## src/core/clk_div_consts.vh

```
`ifndef CLK_DIV_CONSTS_VH
`define CLK_DIV_CONSTS_VH

// Register indices (printed offsets); byte address is four times the index
`define IDX_ROOT_N_MIC 8'h39
`define IDX_ROOT_M_ADC 8'h3A
`define IDX_DAC_BCLK_HI 8'h3B
`define IDX_PRI_BCLK_LO 8'h3C
`define IDX_SEC_BCLK_LO 8'h3D
`define IDX_ANALOG_NM 8'h3E
`define IDX_ENABLES 8'h44
`define IDX_AUTO_DETECT 8'h50

// Reset values
`define RST_ROOT_N_MIC 8'h20
`define RST_ROOT_M_ADC 8'h04
`define RST_DAC_BCLK_HI 8'h00
`define RST_PRI_BCLK_LO 8'h01
`define RST_SEC_BCLK_LO 8'h01
`define RST_ANALOG_NM 8'h01
`define RST_ENABLES 8'h00
`define RST_AUTO_DETECT 8'h00

// Writable bit masks; other bits are reserved and read zero
`define MSK_ROOT_N_MIC 8'hFC
`define MSK_ROOT_M_ADC 8'hFF
`define MSK_DAC_BCLK_HI 8'h3E
`define MSK_ANALOG_NM 8'h3F
`define MSK_ENABLES 8'h07
`define MSK_AUTO_DETECT 8'h01

// Field positions
`define F_ROOT_N_HI 7
`define F_ROOT_N_LO 5
`define F_MIC_HI 4
`define F_MIC_LO 2
`define F_ROOT_M_HI 7
`define F_ROOT_M_LO 2
`define F_ADC_HI 1
`define F_ADC_LO 0
`define F_DAC_HI 5
`define F_DAC_LO 4
`define F_DAC_X2_OFF 3
`define F_PRI_HI 2
`define F_SEC_HI 1
`define F_ANA_HI 5
`define F_ANA_LO 0
`define F_EN_N 2
`define F_EN_M 1
`define F_EN_MIC 0

`endif

```

## src/core/audio_clock_divider_config.v

```verilog
`timescale 1ns/1ps
`include "clk_div_consts.vh"

module audio_clock_divider_config #(
    // Ratios used in auto mode; one lets every tap toggle each cycle
    parameter AUTO_N = 9'd1,      // Internal divides used in auto mode
    parameter AUTO_M = 9'd1,
    parameter AUTO_MIC = 9'd1,
    parameter AUTO_MOD = 9'd1,
    parameter AUTO_BCLK = 10'd1,
    parameter AUTO_ANA = 9'd1
) (
    input wire pclk,
    input wire presetn,
    input wire psel,
    input wire penable,
    input wire pwrite,
    input wire [11:0] paddr,
    input wire [31:0] pwdata,
    output reg [31:0] prdata,
    output reg pready,
    output reg pslverr,
    input wire auto_detect_pin,   // Pin asking for automatic detection
    output reg root_n_clk,
    output reg root_m_clk,
    output reg mic_clk,
    output reg adc_mod_clk,
    output reg dac_mod_clk,
    output reg pri_bclk,
    output reg sec_bclk,
    output reg analog_nm_clk,
    output reg auto_active        // Auto detection currently in force
);

    // Eight dividers share one counter scheme and run from pclk. Software
    // sets their ratios through byte-wide registers on the APB word map;
    // auto detection, from a pin or a register bit, overrides every
    // programmed ratio with a fixed internal one. Only the root N, root M
    // and microphone dividers have enable bits of their own; the other
    // five always run, their own enables being kept elsewhere.
    // Limitation: the taps are made by flops, so no tap is faster than
    // half of pclk.
    // Register storage
    reg [7:0] root_n_mic_reg;
    reg [7:0] root_m_adc_reg;
    reg [7:0] dac_bclk_hi_reg;
    reg [7:0] pri_lo_reg;
    reg [7:0] sec_lo_reg;
    reg [7:0] analog_nm_reg;
    reg [7:0] enables_reg;
    reg [7:0] auto_reg;

    // Pin synchroniser: three stages, change counted when 2 and 3 agree
    // The pin is asynchronous to pclk; stage one may go metastable, so
    // only stage two reads it. Waiting for stages two and three to agree
    // costs a cycle but rejects a one-cycle glitch on the pin.
    reg [2:0] pin_sync_reg; // Shift chain, bit 0 nearest the pin
    reg pin_level_reg; // Filtered pin level

    // Shift the pin in and follow it once the last two stages agree
    always @(posedge pclk or negedge presetn) begin
        if (!presetn) begin
            pin_sync_reg <= 3'h0;
            pin_level_reg <= 1'b0;
        end else begin
            pin_sync_reg <= {pin_sync_reg[1:0], auto_detect_pin};
            if (pin_sync_reg[2] == pin_sync_reg[1]) begin
                pin_level_reg <= pin_sync_reg[2];
            end
        end
    end

    // Auto detection is in force when the pin or the register asks for it
    // This level steers the ratios directly, without a further flop
    wire auto_on = pin_level_reg | auto_reg[0];

    // Status output registered so the port comes straight from a flop;
    // it trails auto_on, which steers the ratios, by one cycle
    always @(posedge pclk or negedge presetn) begin
        if (!presetn) begin
            auto_active <= 1'b0;
        end else begin
            auto_active <= auto_on;
        end
    end

    // Decode of the APB word address into a register index
    // Each register is one byte in the low lane of an aligned word;
    // bits 11:10 must be zero so the map does not alias higher up
    wire addr_ok = (paddr[1:0] == 2'b00) && (paddr[11:10] == 2'b00);
    wire [7:0] idx = paddr[9:2];
    reg hit;
    reg [7:0] rd_byte;

    // Read multiplexer; reserved bits are stored as zero so read zero
    // An index outside the map clears hit, which refuses the transfer
    always @* begin
        hit = addr_ok;
        rd_byte = 8'h00;
        case (idx)
            `IDX_ROOT_N_MIC: rd_byte = root_n_mic_reg;
            `IDX_ROOT_M_ADC: rd_byte = root_m_adc_reg;
            `IDX_DAC_BCLK_HI: rd_byte = dac_bclk_hi_reg;
            `IDX_PRI_BCLK_LO: rd_byte = pri_lo_reg;
            `IDX_SEC_BCLK_LO: rd_byte = sec_lo_reg;
            `IDX_ANALOG_NM: rd_byte = analog_nm_reg;
            `IDX_ENABLES: rd_byte = enables_reg;
            `IDX_AUTO_DETECT: rd_byte = auto_reg;
            default: hit = 1'b0;
        endcase
    end

    // APB slave: one wait state, answer in the second access cycle.
    // pready is a flop, so the first access edge only arms the answer;
    // the write lands on the edge at which pready is seen high, while
    // the master still holds address and data. This costs one cycle per
    // transfer but keeps every output port registered.
    wire access = psel && penable && !pready; // First access cycle
    wire wr_en = psel && penable && pready && pwrite && hit; // Commit
    wire [7:0] wd = pwdata[7:0]; // Registers use byte lane 0 only

    // Answer flops; prdata keeps the last read until the next one
    always @(posedge pclk or negedge presetn) begin
        if (!presetn) begin
            pready <= 1'b0;
            pslverr <= 1'b0;
            prdata <= 32'h0000_0000;
        end else begin
            pready <= access;
            pslverr <= access && !hit;
            if (access && !pwrite) begin
                prdata <= {24'h000000, rd_byte};
            end
        end
    end

    // Register writes; reserved bits masked off on the way in
    // Masking here rather than at read time means a stray write of
    // ones to a reserved bit can never reach the decode below
    always @(posedge pclk or negedge presetn) begin
        if (!presetn) begin
            root_n_mic_reg <= `RST_ROOT_N_MIC;
            root_m_adc_reg <= `RST_ROOT_M_ADC;
            dac_bclk_hi_reg <= `RST_DAC_BCLK_HI;
            pri_lo_reg <= `RST_PRI_BCLK_LO;
            sec_lo_reg <= `RST_SEC_BCLK_LO;
            analog_nm_reg <= `RST_ANALOG_NM;
            enables_reg <= `RST_ENABLES;
            auto_reg <= `RST_AUTO_DETECT;
        end else if (wr_en) begin
            case (idx)
                `IDX_ROOT_N_MIC: root_n_mic_reg <= wd & `MSK_ROOT_N_MIC;
                `IDX_ROOT_M_ADC: root_m_adc_reg <= wd & `MSK_ROOT_M_ADC;
                `IDX_DAC_BCLK_HI: dac_bclk_hi_reg <= wd & `MSK_DAC_BCLK_HI;
                `IDX_PRI_BCLK_LO: pri_lo_reg <= wd;
                `IDX_SEC_BCLK_LO: sec_lo_reg <= wd;
                `IDX_ANALOG_NM: analog_nm_reg <= wd & `MSK_ANALOG_NM;
                `IDX_ENABLES: enables_reg <= wd & `MSK_ENABLES;
                `IDX_AUTO_DETECT: auto_reg <= wd & `MSK_AUTO_DETECT;
                default: auto_reg <= auto_reg;
            endcase
        end
    end

    // Field decode into divide ratios
    // Plain slices of the stored bytes; reserved bits are never read here.
    // The bit clock codes are nine bits wide: one high bit shared in the
    // DAC register above an eight-bit low register of their own.
    wire [2:0] n_code = root_n_mic_reg[`F_ROOT_N_HI:`F_ROOT_N_LO];
    wire [2:0] mic_code = root_n_mic_reg[`F_MIC_HI:`F_MIC_LO];
    wire [5:0] m_code = root_m_adc_reg[`F_ROOT_M_HI:`F_ROOT_M_LO];
    wire [1:0] adc_code = root_m_adc_reg[`F_ADC_HI:`F_ADC_LO];
    wire [1:0] dac_code = dac_bclk_hi_reg[`F_DAC_HI:`F_DAC_LO];
    wire [8:0] pri_code = {dac_bclk_hi_reg[`F_PRI_HI], pri_lo_reg};
    wire [8:0] sec_code = {dac_bclk_hi_reg[`F_SEC_HI], sec_lo_reg};
    wire [5:0] ana_code = analog_nm_reg[`F_ANA_HI:`F_ANA_LO];

    // Modulator code: 0,1,2 map to 1,2,4; reserved 3 treated as 1
    // Falling back to no division keeps a bad write harmless
    function [8:0] mod_div;
        input [1:0] c;
        begin
            case (c)
                2'd1: mod_div = 9'd2;
                2'd2: mod_div = 9'd4;
                default: mod_div = 9'd1;
            endcase
        end
    endfunction

    // Power of two microphone code; reserved 5..7 treated as 1
    // Ratio 16 is the largest, so nine bits leave ample room
    function [8:0] mic_div;
        input [2:0] c;
        begin
            if (c <= 3'd4) begin
                mic_div = 9'd1 << c;
            end else begin
                mic_div = 9'd1;
            end
        end
    endfunction

    // Zero codes stand for the largest ratio of each field; the bit
    // clock ratios need ten bits since their code zero means 512
    wire [8:0] n_prog = (n_code == 3'd0) ? 9'd8 : {6'd0, n_code};
    wire [8:0] m_prog = (m_code == 6'd0) ? 9'd64 : {3'd0, m_code};
    wire [8:0] a_prog = (ana_code == 6'd0) ? 9'd64 : {3'd0, ana_code};
    wire [9:0] p_prog = (pri_code == 9'd0) ? 10'd512 : {1'b0, pri_code};
    wire [9:0] s_prog = (sec_code == 9'd0) ? 10'd512 : {1'b0, sec_code};
    // Double rate halves the DAC ratio; ratio 1 cannot be halved further
    // Double rate is the reset state, since the off bit resets clear
    wire dac_x2 = !dac_bclk_hi_reg[`F_DAC_X2_OFF];
    wire [8:0] dac_base = mod_div(dac_code);
    wire [8:0] dac_prog = (dac_x2 && dac_base > 9'd1) ? (dac_base >> 1)
                                                       : dac_base;

    // Effective ratios: auto mode substitutes internal choices
    // The AUTO_* values stand in for what the rate detector would pick;
    // the detector itself is not part of this block
    wire [9:0] ratio [0:7];
    assign ratio[0] = {1'b0, auto_on ? AUTO_N : n_prog};
    assign ratio[1] = {1'b0, auto_on ? AUTO_M : m_prog};
    assign ratio[2] = {1'b0, auto_on ? AUTO_MIC : mic_div(mic_code)};
    assign ratio[3] = {1'b0, auto_on ? AUTO_MOD : mod_div(adc_code)};
    assign ratio[4] = {1'b0, auto_on ? AUTO_MOD : dac_prog};
    assign ratio[5] = auto_on ? AUTO_BCLK : p_prog;
    assign ratio[6] = auto_on ? AUTO_BCLK : s_prog;
    assign ratio[7] = {1'b0, auto_on ? AUTO_ANA : a_prog};

    // Enables: only N, M and microphone dividers have their own bits
    // An enable change acts at the next edge; a stopped tap rests low
    // and restarts from a clear count, so its first period is whole
    wire [7:0] run = {5'b11111, enables_reg[`F_EN_MIC],
                      enables_reg[`F_EN_M], enables_reg[`F_EN_N]};
    wire [7:0] run_ord = {run[7:3], run[2], run[1], run[0]};

    // Divided clocks: high for the first half of each period of the tap.
    // Each tap counts pclk cycles from zero to its ratio less one and
    // drives high while the count sits below half the ratio, so even
    // ratio two gives one high and one low cycle. A ratio change in
    // mid-count is absorbed: a count already past the new end wraps at
    // once, so one odd period may appear but the tap never stalls.
    // Ratio one cannot be made from pclk itself; the tap toggles each
    // cycle instead, which gives half the input rate. Each tap owns its
    // counter and flop, so no register has more than one writer.
    wire [7:0] clk_bits; // One divided clock per tap
    genvar g;
    generate
        for (g = 0; g < 8; g = g + 1) begin : div
            wire [9:0] half = {1'b0, ratio[g][9:1]}; // High phase length
            reg [9:0] cnt_reg; // Position within the current period
            reg tap_reg; // Divided clock of this tap
            assign clk_bits[g] = tap_reg;
            // Count and shape; a stopped tap rests low with a clear count
            always @(posedge pclk or negedge presetn) begin
                if (!presetn) begin
                    cnt_reg <= 10'h000;
                    tap_reg <= 1'b0;
                end else if (!run_ord[g]) begin
                    cnt_reg <= 10'h000;
                    tap_reg <= 1'b0;
                end else if (ratio[g] == 10'd1) begin
                    cnt_reg <= 10'h000;
                    tap_reg <= ~tap_reg;
                end else begin
                    if (cnt_reg >= ratio[g] - 10'd1) begin
                        cnt_reg <= 10'h000;
                    end else begin
                        cnt_reg <= cnt_reg + 10'd1;
                    end
                    tap_reg <= (cnt_reg < half);
                end
            end
        end
    endgenerate

    // Outputs straight from the tap flip-flops
    always @* begin
        root_n_clk = clk_bits[0];
        root_m_clk = clk_bits[1];
        mic_clk = clk_bits[2];
        adc_mod_clk = clk_bits[3];
        dac_mod_clk = clk_bits[4];
        pri_bclk = clk_bits[5];
        sec_bclk = clk_bits[6];
        analog_nm_clk = clk_bits[7];
    end

endmodule // audio_clock_divider_config

```

## config.mk

```make
export PLATFORM = sky130hd
export DESIGN_NAME = audio_clock_divider_config
export DESIGN_NICKNAME = d
export VERILOG_FILES = /design/src/core/audio_clock_divider_config.v
export VERILOG_INCLUDE_DIRS = /design/src /design/src/core
export SDC_FILE = /design/constraint.sdc
export NUM_CORES = 1
export LEC_CHECK = 0
export BUFFER_PORTS_ARGS = -buffer_cell sky130_fd_sc_hd__buf_2
export CAP_MARGIN = 30
export CORE_ASPECT_RATIO = 0.75
export CORE_MARGIN = 10
export CORE_UTILIZATION = 55
export DETAILED_ROUTE_END_ITERATION = 16
export PLACE_DENSITY = 0.75
export SETUP_SLACK_MARGIN = 0.1
export SYNTH_ARGS = -nofsm -noshare
export SYNTH_HDL_FRONTEND = slang
export SYNTH_SLANG_ARGS = --single-unit
```

## constraint.sdc

```tcl
create_clock -name pclk -period 8.8 [get_ports pclk]
set_input_delay 0.88 -clock pclk [delete_from_list [all_inputs] [get_ports pclk]]
set_output_delay 0.88 -clock pclk [all_outputs]
set_load 0.02 [all_outputs]
```

==> flow_summary.ini, run 1 <==
[synthesis]
synth_top_family_by_area = simple AND/OR/NAND/NOR gates
synth_top_flop_cell = dfrtp_1
ys_warn_count = 0
synth-simple-area-share = 0.193
synth_area_leaders = dfrtp_1, ha_1, mux2_2, nor2_1, xor2_1
yosysMostFrequentCell = dfrtp_1
synth_seq_area_share = 0.363
synth_xor_area_frac = 0.0685
synth_top_area_frac = 0.350
syn-cell-area_um2 = 10200
synth_seq_cells = 148
muxShareOfSynthArea = 0.0586
synth_cell_type_count = 71
syn-instance-count = 1064
syn_avg_cell_area_um2 = 9.61
synth_top_cell_by_area = dfrtp_1
synth_edf_count = 0
synth-compound-area-share = 0.108
ys_top_cells_by_count = dfrtp_1, ha_1, nor2_1
synthArstFlopShare = 1.00
synthAdderAreaFrac = 0.167

[clock_network]
clk_pin_slew_ns = 0.06
numCtsBuffers = 17
cts_setup_buffers = 0
htree_levels = 4
clkLatencyLatePin_ns = 0.43
cts.repair.resized = 0
cts_sinks = 148
cts_buffer_depth = 2
cts_hold_buf = 0
cts_tree = built
root_buffer = clkbuf_16

[pwr]
switching_share = 0.285
vdd_drop_max_v = 0.000143
p_clk_frac = 0.412
finalPower_mw = 1.87
comb_power_share = 0.176
intPower_mw = 1.34
p_seq_frac = 0.411
p_switching_uw = 533
cellLeakagePower_nw = 5.41
power.density_nw_per_um2 = 166

[status]
status = complete, no violations

[floorplanning]
core-area_um2 = 18400
start_util = 0.556
die_h_um = 138
num_rows = 43
num_io_pins = 93
die_x_um = 177
die_area_um2 = 24500

[timing]
maxClockFrequency_mhz = 257
tightest_slew_ns = 0.896
fin_tns_setup_ns = 0
setup_violations = 0
min_period_ns = 3.88
slew_headroom = 0.398
slew_viol_final = 0
period_share = 0.441
hold_ws_ns = 0.353
clock-skew-final_ns = 0.00688
final_hold_viol_count = 0
rsz0062_at_grt = false

[placement]
port_buffers = 44
place_congestion = 0.964
dp.cells = 1356
hpwl_mm = 17.2

[run]
drv_cap = 0

[detailed_routing]
detail_route.wl_per_cell_um = 16.6
num_vias = 7946
post_drt_via_cell_ratio = 5.72
drtIter0Drc = 695
route.detailed.drc = 0
wirelength_mm = 23.1
antenna_left = 0
firstDrtPassIters = 7

[final_layout]
syn_to_final_growth_pct = 10.6
largest_reg_flops = 80
regArea_um2 = 3710
diodes = 0
multiInputGateArea_um2 = 6270
n_fill_cell = 1562
final_nets = 1314
fin_util = 0.615
drive_above_1_share = 0.128
stdcell_count = 1388

[worst_setup_path]
worstSetupPathType = reg2reg
reg2reg_to = div[6].cnt_reg[7]
critPathMaxFanout = 29
cp-start-kind = flop
crit_path_end_kind = flop
r2r_setup_slack_ns = 4.92
rr_worst_depth = 12
reg2reg_from = auto_reg[0]
worstPathRequired_ns = 9.08
cp.arrival_ns = 4.16

[grt]
antenna_found_initial = 0
grt_pass1_vias = 7536
grt_first_pass_wirelength_mm = 38.8
grt_max_degree = 90
grt.overflow.total = 0
grt_usage = 0.192

[worst_hold_path]
min_path_cells = 0
hold_end = pin_sync_reg[1]
holdCritStartpoint = pin_sync_reg[0]
min_path_type = reg2reg
## layout by cell type, fill, tap and decap left out, drive strengths merged, types with 4 or more instances in the layout
| cell | Yosys | layout |
|---|---|---|
| nand3 | 43 | 43 |
| o211ai | 8 | 8 |
| and2 | 4 | 4 |
| or4 | 7 | 7 |
| ha | 136 | 136 |
| buf | 32 | 47 |
| or3 | 10 | 10 |
| mux2i | 7 | 7 |
| a31oi | 5 | 5 |
| a221oi | 6 | 6 |
| xnor2 | 32 | 32 |
| and4 | 8 | 8 |
| o22ai | 4 | 4 |
| dfrtp | 143 | 143 |
| bufinv | 0 | 4 |
| nand2b | 6 | 6 |
| a21o | 8 | 8 |
| nor3 | 24 | 24 |
| a22oi | 5 | 5 |
| nor4 | 15 | 15 |
| nor3b | 5 | 5 |
| a211oi | 15 | 15 |
| and3 | 10 | 10 |
| a2111oi | 4 | 4 |
| o31ai | 5 | 5 |
| a21oi | 30 | 30 |
| nor4b | 4 | 4 |
| nand4 | 18 | 18 |
| dfstp | 5 | 5 |
| nor2 | 117 | 117 |
| clkbuf | 12 | 22 |
| nand2 | 105 | 105 |
| inv | 42 | 42 |
| o21a | 7 | 7 |
| mux2 | 47 | 47 |
| conb | 2 | 44 |
| clkinv | 0 | 6 |
| nor2b | 12 | 12 |
| xor2 | 48 | 48 |
| o21ai | 42 | 42 |
## metrics by stage
| step | cell area (um2) | worst slack, ns |
|---|---|---|
| floorplan | 10400 | 5.51 |
| finish | 11300 | 4.92 |
| detailed placement | 10700 | 4.93 |
| global route | 11300 | 4.53 |
| CTS | 11300 | 4.92 |
| global placement | 10700 | 4.96 |
## critical path: stages (launching register included)
cell and delay [ns]:
dfrtp_1 0.59, nor2_4 0.59, buf_4 0.40, nand2_1 0.16, ha_1 0.34, o21ai_0 0.22
a22oi_1 0.12, ha_1 0.29, o211ai_1 0.07, o21ai_0 0.16, o211ai_1 0.10, o21ai_1 0.58
nor2_1 0.12
## cell families (layout without fill, tap and decap cells)
group | after synthesis | after routing
and+or+nand+nor | 394 | 394
other | 2 | 44
adders and majority gates | 137 | 137
buffers and inverters | 86 | 121
DFF | 148 | 148
muxes | 54 | 54
AOI/OAI and AO/OA | 163 | 163
xor gates and xnor gates | 80 | 80
## cell type report
class	instances	area share
clock buffers	22	0.0410
repair buffers	47	0.0220
flip-flops and latches	148	0.328
clock inverters	10	0.0136
multi-input cells	872	0.554
well taps	247	0.0273
inverters	42	0.0139
## routing by layer
metal	global-route usage	part of all wire	vias up	wire, um
met1	0.277	0.49	3799	11400
met3	0.0531	0.069	24	1590
met2	0.279	0.43	222	9890
li1	-	-	3901	-
met5	0	0	-	0
met4	0.0429	0.011	0	263
## how the worst max path moves through the flow
stage	startpoint	cells after the start	slack, ns	end
after floorplan	root_n_mic_reg[2]	12	5.51	div[2].cnt_reg[2]
after global placement	auto_reg[0]	12	4.96	div[6].cnt_reg[7]
after detailed placement	auto_reg[0]	11	4.93	div[4].cnt_reg[5]
after CTS	auto_reg[0]	12	4.92	div[6].cnt_reg[7]
after global routing	auto_reg[0]	11	4.53	div[4].cnt_reg[8]
final	auto_reg[0]	12	4.92	div[6].cnt_reg[7]
## power groups by stage
stage / registers, mW / logic [mW] / clock network, mW
5_1_grt: 0.776 / 0.378 / 0.814
3_3_place_gp: 0.781 / 0.313 / 0
6_report: 0.770 / 0.330 / 0.771
3_5_place_dp: 0.782 / 0.325 / 0
2_1_floorplan: 0.782 / 0.228 / 0
4_1_cts: 0.771 / 0.332 / 0.784
Note: power is estimated with default switching activity, not from simulation.
==> inputs of run 2 (changes only) <==
- ABC_AREA: unset -> 1
- PLACE_DENSITY: 0.75 -> 0.77
- clock period: 8.8 -> 3.2 ns (I/O delays scaled with it)
==> flow_summary.ini, run 2 <==
[timing]
period_share = 0.935
rsz0062_at_grt = true
final_hold_viol_count = 57
slew_viol_final = 0
slew_headroom = 0.416
hold_ws_ns = -0.0311
min_period_ns = 2.99
tightest_slew_ns = 0.873
fin_tns_setup_ns = 0
maxClockFrequency_mhz = 334
clock-skew-final_ns = 0.0108
setup_violations = 0

[placement]
port_buffers = 44
dpl-instance-area_um2 = 11600
dp.cells = 1741
hpwl_mm = 20.2
place_congestion = 0.934

[worst_setup_path]
reg2reg_from = root_n_mic_reg[2]
critical_path.max_stage_delay_ns = 0.45
r2r_setup_slack_ns = 0.21
rr_worst_depth = 21
critPathMaxFanout = 5
crit_top_cell = inv_1
slowest_stage = dfrtp_2
cp-start-kind = flop
path_cells = nor2_4 > inv_1 > ha_2 > inv_1 > nand3_2 > nor2_4 > inv_2 > ha_1 > inv_1 > nor2_2 > nand2_1 > nand3_1 > nand2_1 > inv_1 > ha_1 > nand2_1 > o21ai_0 > a21o_1 > nor2_4 > nand3_4 > nor2_2
cp.arrival_ns = 3.35
reg2reg_to = div[2].cnt_reg[6]
crit_path_end_kind = flop
worstSetupPathType = reg2reg
worstPathRequired_ns = 3.56

[status]
status = finished, violations left
failed_checks = negative hold slack

[floorplanning]
num_io_pins = 93
num_rows = 44
die_h_um = 143
core-area_um2 = 19600
start_util = 0.568
die_area_um2 = 26400
die_x_um = 184

[detailed_routing]
detail_route.wl_per_cell_um = 15.1
route.detailed.drc = 0
drtIter0Drc = 846
wirelength_mm = 26.9
post_drt_via_cell_ratio = 5.47
num_vias = 9762
firstDrtPassIters = 6
antenna_left = 0

[final_layout]
syn_to_final_growth_pct = 10.6
regArea_um2 = 3710
diodes = 0
final_area_um2 = 12300
multiInputGateArea_um2 = 6710
final_nets = 1705
stdcell_count = 1785
n_fill_cell = 1703
final_cell_mix = nand2_1, nor2_1, inv_1, dfrtp_1, ha_1
drive_above_1_share = 0.117
layout_commonest_cell = nand2_1
largest_reg_flops = 80

[pwr]
vdd_drop_max_v = 0.000370
finalPower_mw = 4.90
cellLeakagePower_nw = 6.38
power.density_nw_per_um2 = 398

[run]
drv_cap = 0

[synthesis]
synth_seq_cells = 148
syn-cell-area_um2 = 11100
syn_avg_cell_area_um2 = 7.74
ys_top_cells_by_count = nand2_1, nor2_1, inv_1
synth_top_flop_cell = dfrtp_1
synth_top_area_frac = 0.321
syn-instance-count = 1439
synth_seq_area_share = 0.333
synth_edf_count = 0
synth_area_leaders = dfrtp_1, ha_1, nand2_1, nor2_1, inv_1
synthArstFlopShare = 1.00
yosysMostFrequentCell = nand2_1
synth_top_cell_by_area = dfrtp_1
ys_warn_count = 0
synth_cell_type_count = 46

[clock_network]
root_buffer = clkbuf_16
clkLatencyLatePin_ns = 0.43
cts_tree = built
clk_pin_slew_ns = 0.06
htree_levels = 4
numCtsBuffers = 17
cts_sinks = 148
cts_buffer_depth = 2

[grt]
grt_pass1_vias = 8843
antenna_found_initial = 0
grt_max_degree = 89
grt.overflow.total = 0
grt_first_pass_wirelength_mm = 44.2
grt_usage = 0.205

[worst_hold_path]
min_path_type = in2async
[run 2: cell count changes in the layout (fill, tap and decap cells not counted), sizes merged, moves of 15 or more]
cell   before  now
buf        47   62
inv        42  167
mux2       47    0
nand2     105  351
nand3      43   84
nand4      18   79
nor2      117  190
xor2       48   30
[run 2: power breakdown]
part           internal (mW)  switching (mW)  leakage [nW]
combinational          0.364           0.572          4.13
sequential              1.97           0.115          1.98
clock                   1.06           0.822         0.260
[run 2: cell families (layout without fill, tap and decap cells)]
kind of cell             Yosys count  count (layout)  share of synthesized area
AND/OR/NAND/NOR                  754             756                      0.317
buffers and inverters            212             261                     0.0871
flip-flops                       148             148                      0.333
adder cells (fa/ha/maj)          137             137                      0.154
AO/OA/AOI/OAI                    136             136                     0.0687
XOR/XNOR                          50              50                     0.0393
other                              2              44                   0.000675
[run 2: routing by layer]
layer | up-vias | share of wire | global-route usage | wire (um)
met5 | - | 0 | 0 | 0
met4 | 0 | 0.013 | 0.0512 | 349
met2 | 312 | 0.43 | 0.301 | 11600
met3 | 28 | 0.073 | 0.0504 | 1960
met1 | 4536 | 0.48 | 0.295 | 13000
li1 | 4886 | - | - | -
[run 2: worst max path at each step]
| stage | from | cells after the start | slack, ns | end |
|---|---|---|---|---|
| 5_1_grt | root_n_mic_reg[2] | 18 | 0.001 | div[2].cnt_reg[4] |
| 3_5_place_dp | root_n_mic_reg[2] | 21 | 0.13 | div[2].cnt_reg[6] |
| 2_1_floorplan | root_n_mic_reg[2] | 21 | 0.34 | div[2].cnt_reg[0] |
| 4_1_cts | root_n_mic_reg[2] | 21 | 0.11 | div[2].cnt_reg[6] |
| 6_report | root_n_mic_reg[2] | 21 | 0.21 | div[2].cnt_reg[6] |
| 3_3_place_gp | root_n_mic_reg[2] | 21 | 0.19 | div[2].cnt_reg[8] |
[run 2: metrics by stage]
step / setup WS [ns] / hold slack [ns] / util
2_1_floorplan: 0.341 / 0.0244 / -
3_3_place_gp: 0.189 / 0.335 / 0.591
3_5_place_dp: 0.129 / 0.336 / 0.591
4_1_cts: 0.115 / 0.0111 / 0.619
5_1_grt: 0.00132 / 0.0399 / 0.628
6_report: 0.209 / -0.0311 / 0.628
[run 2: final cells by class]
type / instances / area share
Timing Repair Buffer: 64 / 0.0332
Tap cell: 253 / 0.0257
Clock inverter: 10 / 0.00599
Inverter: 165 / 0.0503
Clock buffer: 22 / 0.0385
Multi-Input combinational cell: 1123 / 0.545
Sequential cell: 148 / 0.301
[run 2: worst max-delay path, delay by kind of cell, from the launching register on]
family                     cells  cell delay, ns
buffers and inverters          5            0.31
and+or+nand+nor               11            1.22
AOI/OAI and AO/OA              2            0.30
adders and majority gates      3            0.64
DFF                            1            0.45
[run 2: what timing repair did]
action | 4_1_cts | 5_1_grt
endpoints found under the setup margin | 0 | 60
resized for setup | 0 | 26
endpoints found under the hold margin | 1 | 0
setup buffers | 0 | 8
hold buffers | 1 | 0
==> inputs of run 3 (changes only) <==
- REMOVE_ABC_BUFFERS: unset -> 1
==> flow_summary.ini, run 3 (same netlist as run 2, synthesis figures left out) <==
[pwr]
switching_share = 0.309
power.density_nw_per_um2 = 402
vdd_drop_max_v = 0.000357
cellLeakagePower_nw = 6.36
p_switching_mw = 1.52
p_clk_frac = 0.389
intPower_mw = 3.41
p_seq_frac = 0.423
comb_power_share = 0.188

[timing]
min_period_ns = 2.97
final_hold_viol_count = 0
setup_slack_ns = 0.231
tightest_slew_ns = 0.860
hold_ws_ns = 0.185
setup_violations = 0
clock-skew-final_ns = 0.00991
maxClockFrequency_mhz = 337
slew_headroom = 0.425
rsz0062_at_grt = true
fin_tns_setup_ns = 0
slew_viol_final = 0
period_share = 0.928

[worst_setup_path]
path_cells = nor2_2 > inv_1 > ha_2 > inv_1 > nand3_1 > nor2_2 > inv_1 > ha_1 > inv_2 > nor2_4 > nand2_2 > nand3_1 > o21ai_0 > inv_1 > ha_1 > nand2_1 > nor2_2 > a21o_1 > nor2_4 > nand3_4 > nor2_2
cp-start-kind = flop
slowest_stage = dfrtp_2
cp.arrival_ns = 3.34
critPathMaxFanout = 5
critical_path.max_stage_delay_ns = 0.44
critPathTopFamily = simple AND/OR/NAND/NOR gates
worstPathRequired_ns = 3.58
worstSetupPathType = reg2reg
crit_path_end_kind = flop
crit_buf_inv = 5

[run]
drv_cap = 0

[final_layout]
stdcell_count = 1782
n_fill_cell = 1732
final_area_um2 = 12300
final_nets = 1701
drive_above_1_share = 0.113
syn_to_final_growth_pct = 10.3
layout_commonest_cell = nand2_1
final_cell_mix = nand2_1, nor2_1, inv_1, dfrtp_1, ha_1
largest_reg_flops = 80

[placement]
dpl-instance-area_um2 = 11600
dpl_worst_slack_ns = 0.0953
port_buffers = 44
dp.cells = 1742
hpwl_mm = 20.1
place_congestion = 0.984

[floorplanning]
num_io_pins = 93
core-area_um2 = 19600
start_util = 0.568
die_h_um = 143
die_area_um2 = 26400
die_x_um = 184
num_rows = 44

[clock_network]
clkLatencyLatePin_ns = 0.44
clk_pin_slew_ns = 0.07
htree_levels = 4
cts_tree = built
numCtsBuffers = 17
cts_sinks = 148
cts_buffer_depth = 2
root_buffer = clkbuf_16

[status]
status = complete, no violations

[detailed_routing]
detail_route.wl_per_cell_um = 14.9
route.detailed.drc = 0
wirelength_mm = 26.5
drtIter0Drc = 743
num_vias = 9716
firstDrtPassIters = 6
antenna_left = 0
post_drt_via_cell_ratio = 5.45

[grt]
grt_pass1_vias = 8944
grt_max_degree = 73
antenna_found_initial = 0
grt.overflow.total = 0
grt_usage = 0.205
grt_first_pass_wirelength_mm = 44.3

[worst_hold_path]
min_path_type = in2reg
## run 3: changes by cell type in the layout (fill, tap and decap cells not counted), moves of 2 or more
cell and change:
clkbuf_8 -2, o21ai_1 -2, clkinv_2 +2, buf_4 -5, o21ai_0 +2, clkinv_4 +3
buf_12 +2
## run 3: stage by stage
stage | utilization | total power, mW
2_1_floorplan | - | 2.74
3_3_place_gp | 0.592 | 2.99
3_5_place_dp | 0.592 | 3.03
4_1_cts | 0.621 | 4.95
5_1_grt | 0.627 | 5.20
6_report | 0.627 | 4.93
## run 3: layer usage
layer  global-route usage  wire length (um)  share of wire
met5                    0                 0              0
met4               0.0585               456          0.017
met3               0.0456              1800          0.068
met2                0.312             11700           0.44
met1                0.287             12600           0.48
## run 3: final timing paths
kind,from,end,slack (ns),cells past startpoint
max,root_n_mic_reg[3],div[2].cnt_reg[3],0.23,21
min,pwdata[7],root_m_adc_reg[7],0.19,3
max reg2reg,root_n_mic_reg[3],div[2].cnt_reg[3],0.23,21
min reg2reg,pin_sync_reg[0],pin_sync_reg[1],0.35,0
max in group asynchronous,presetn,root_n_mic_reg[3],1.92,3
min in group asynchronous,presetn,div[6].cnt_reg[2],0.42,2
## run 3: power by group through the flow
stage | Clock, mW | Sequential, mW | Combinational (mW)
floorplan | 0 | 2.11 | 0.631
global placement | 0 | 2.11 | 0.877
detailed placement | 0 | 2.12 | 0.915
CTS | 1.94 | 2.08 | 0.922
global route | 2.03 | 2.10 | 1.07
finish | 1.92 | 2.09 | 0.929
## run 3: final cells by class
type	count	area, um2	share of cell area
inverter	165	619	0.0504
clock inverter	13	113	0.00917
clock buffer	19	443	0.0361
timing repair buffer	61	397	0.0323
antenna	1	2.50	0.000204
tap	253	317	0.0258
multi-input combinational	1122	6680	0.544
sequential	148	3710	0.302
## run 3: tightest hold or removal path: cells and delay by family
kind | cells | cell delay (ns)
buf+inv | 1 | 0.14
simple gates | 2 | 0.13
## run 3: timing repair
item | CTS | global route
endpoints found under the setup margin | 9 | 46
gates resized for setup | 2 | 16
hold buffers | 2 | 0
gates cloned | 0 | 1
hold endpoints to repair | 67 | 0
pin swaps | 1 | 7
buffers inserted | 0 | 4
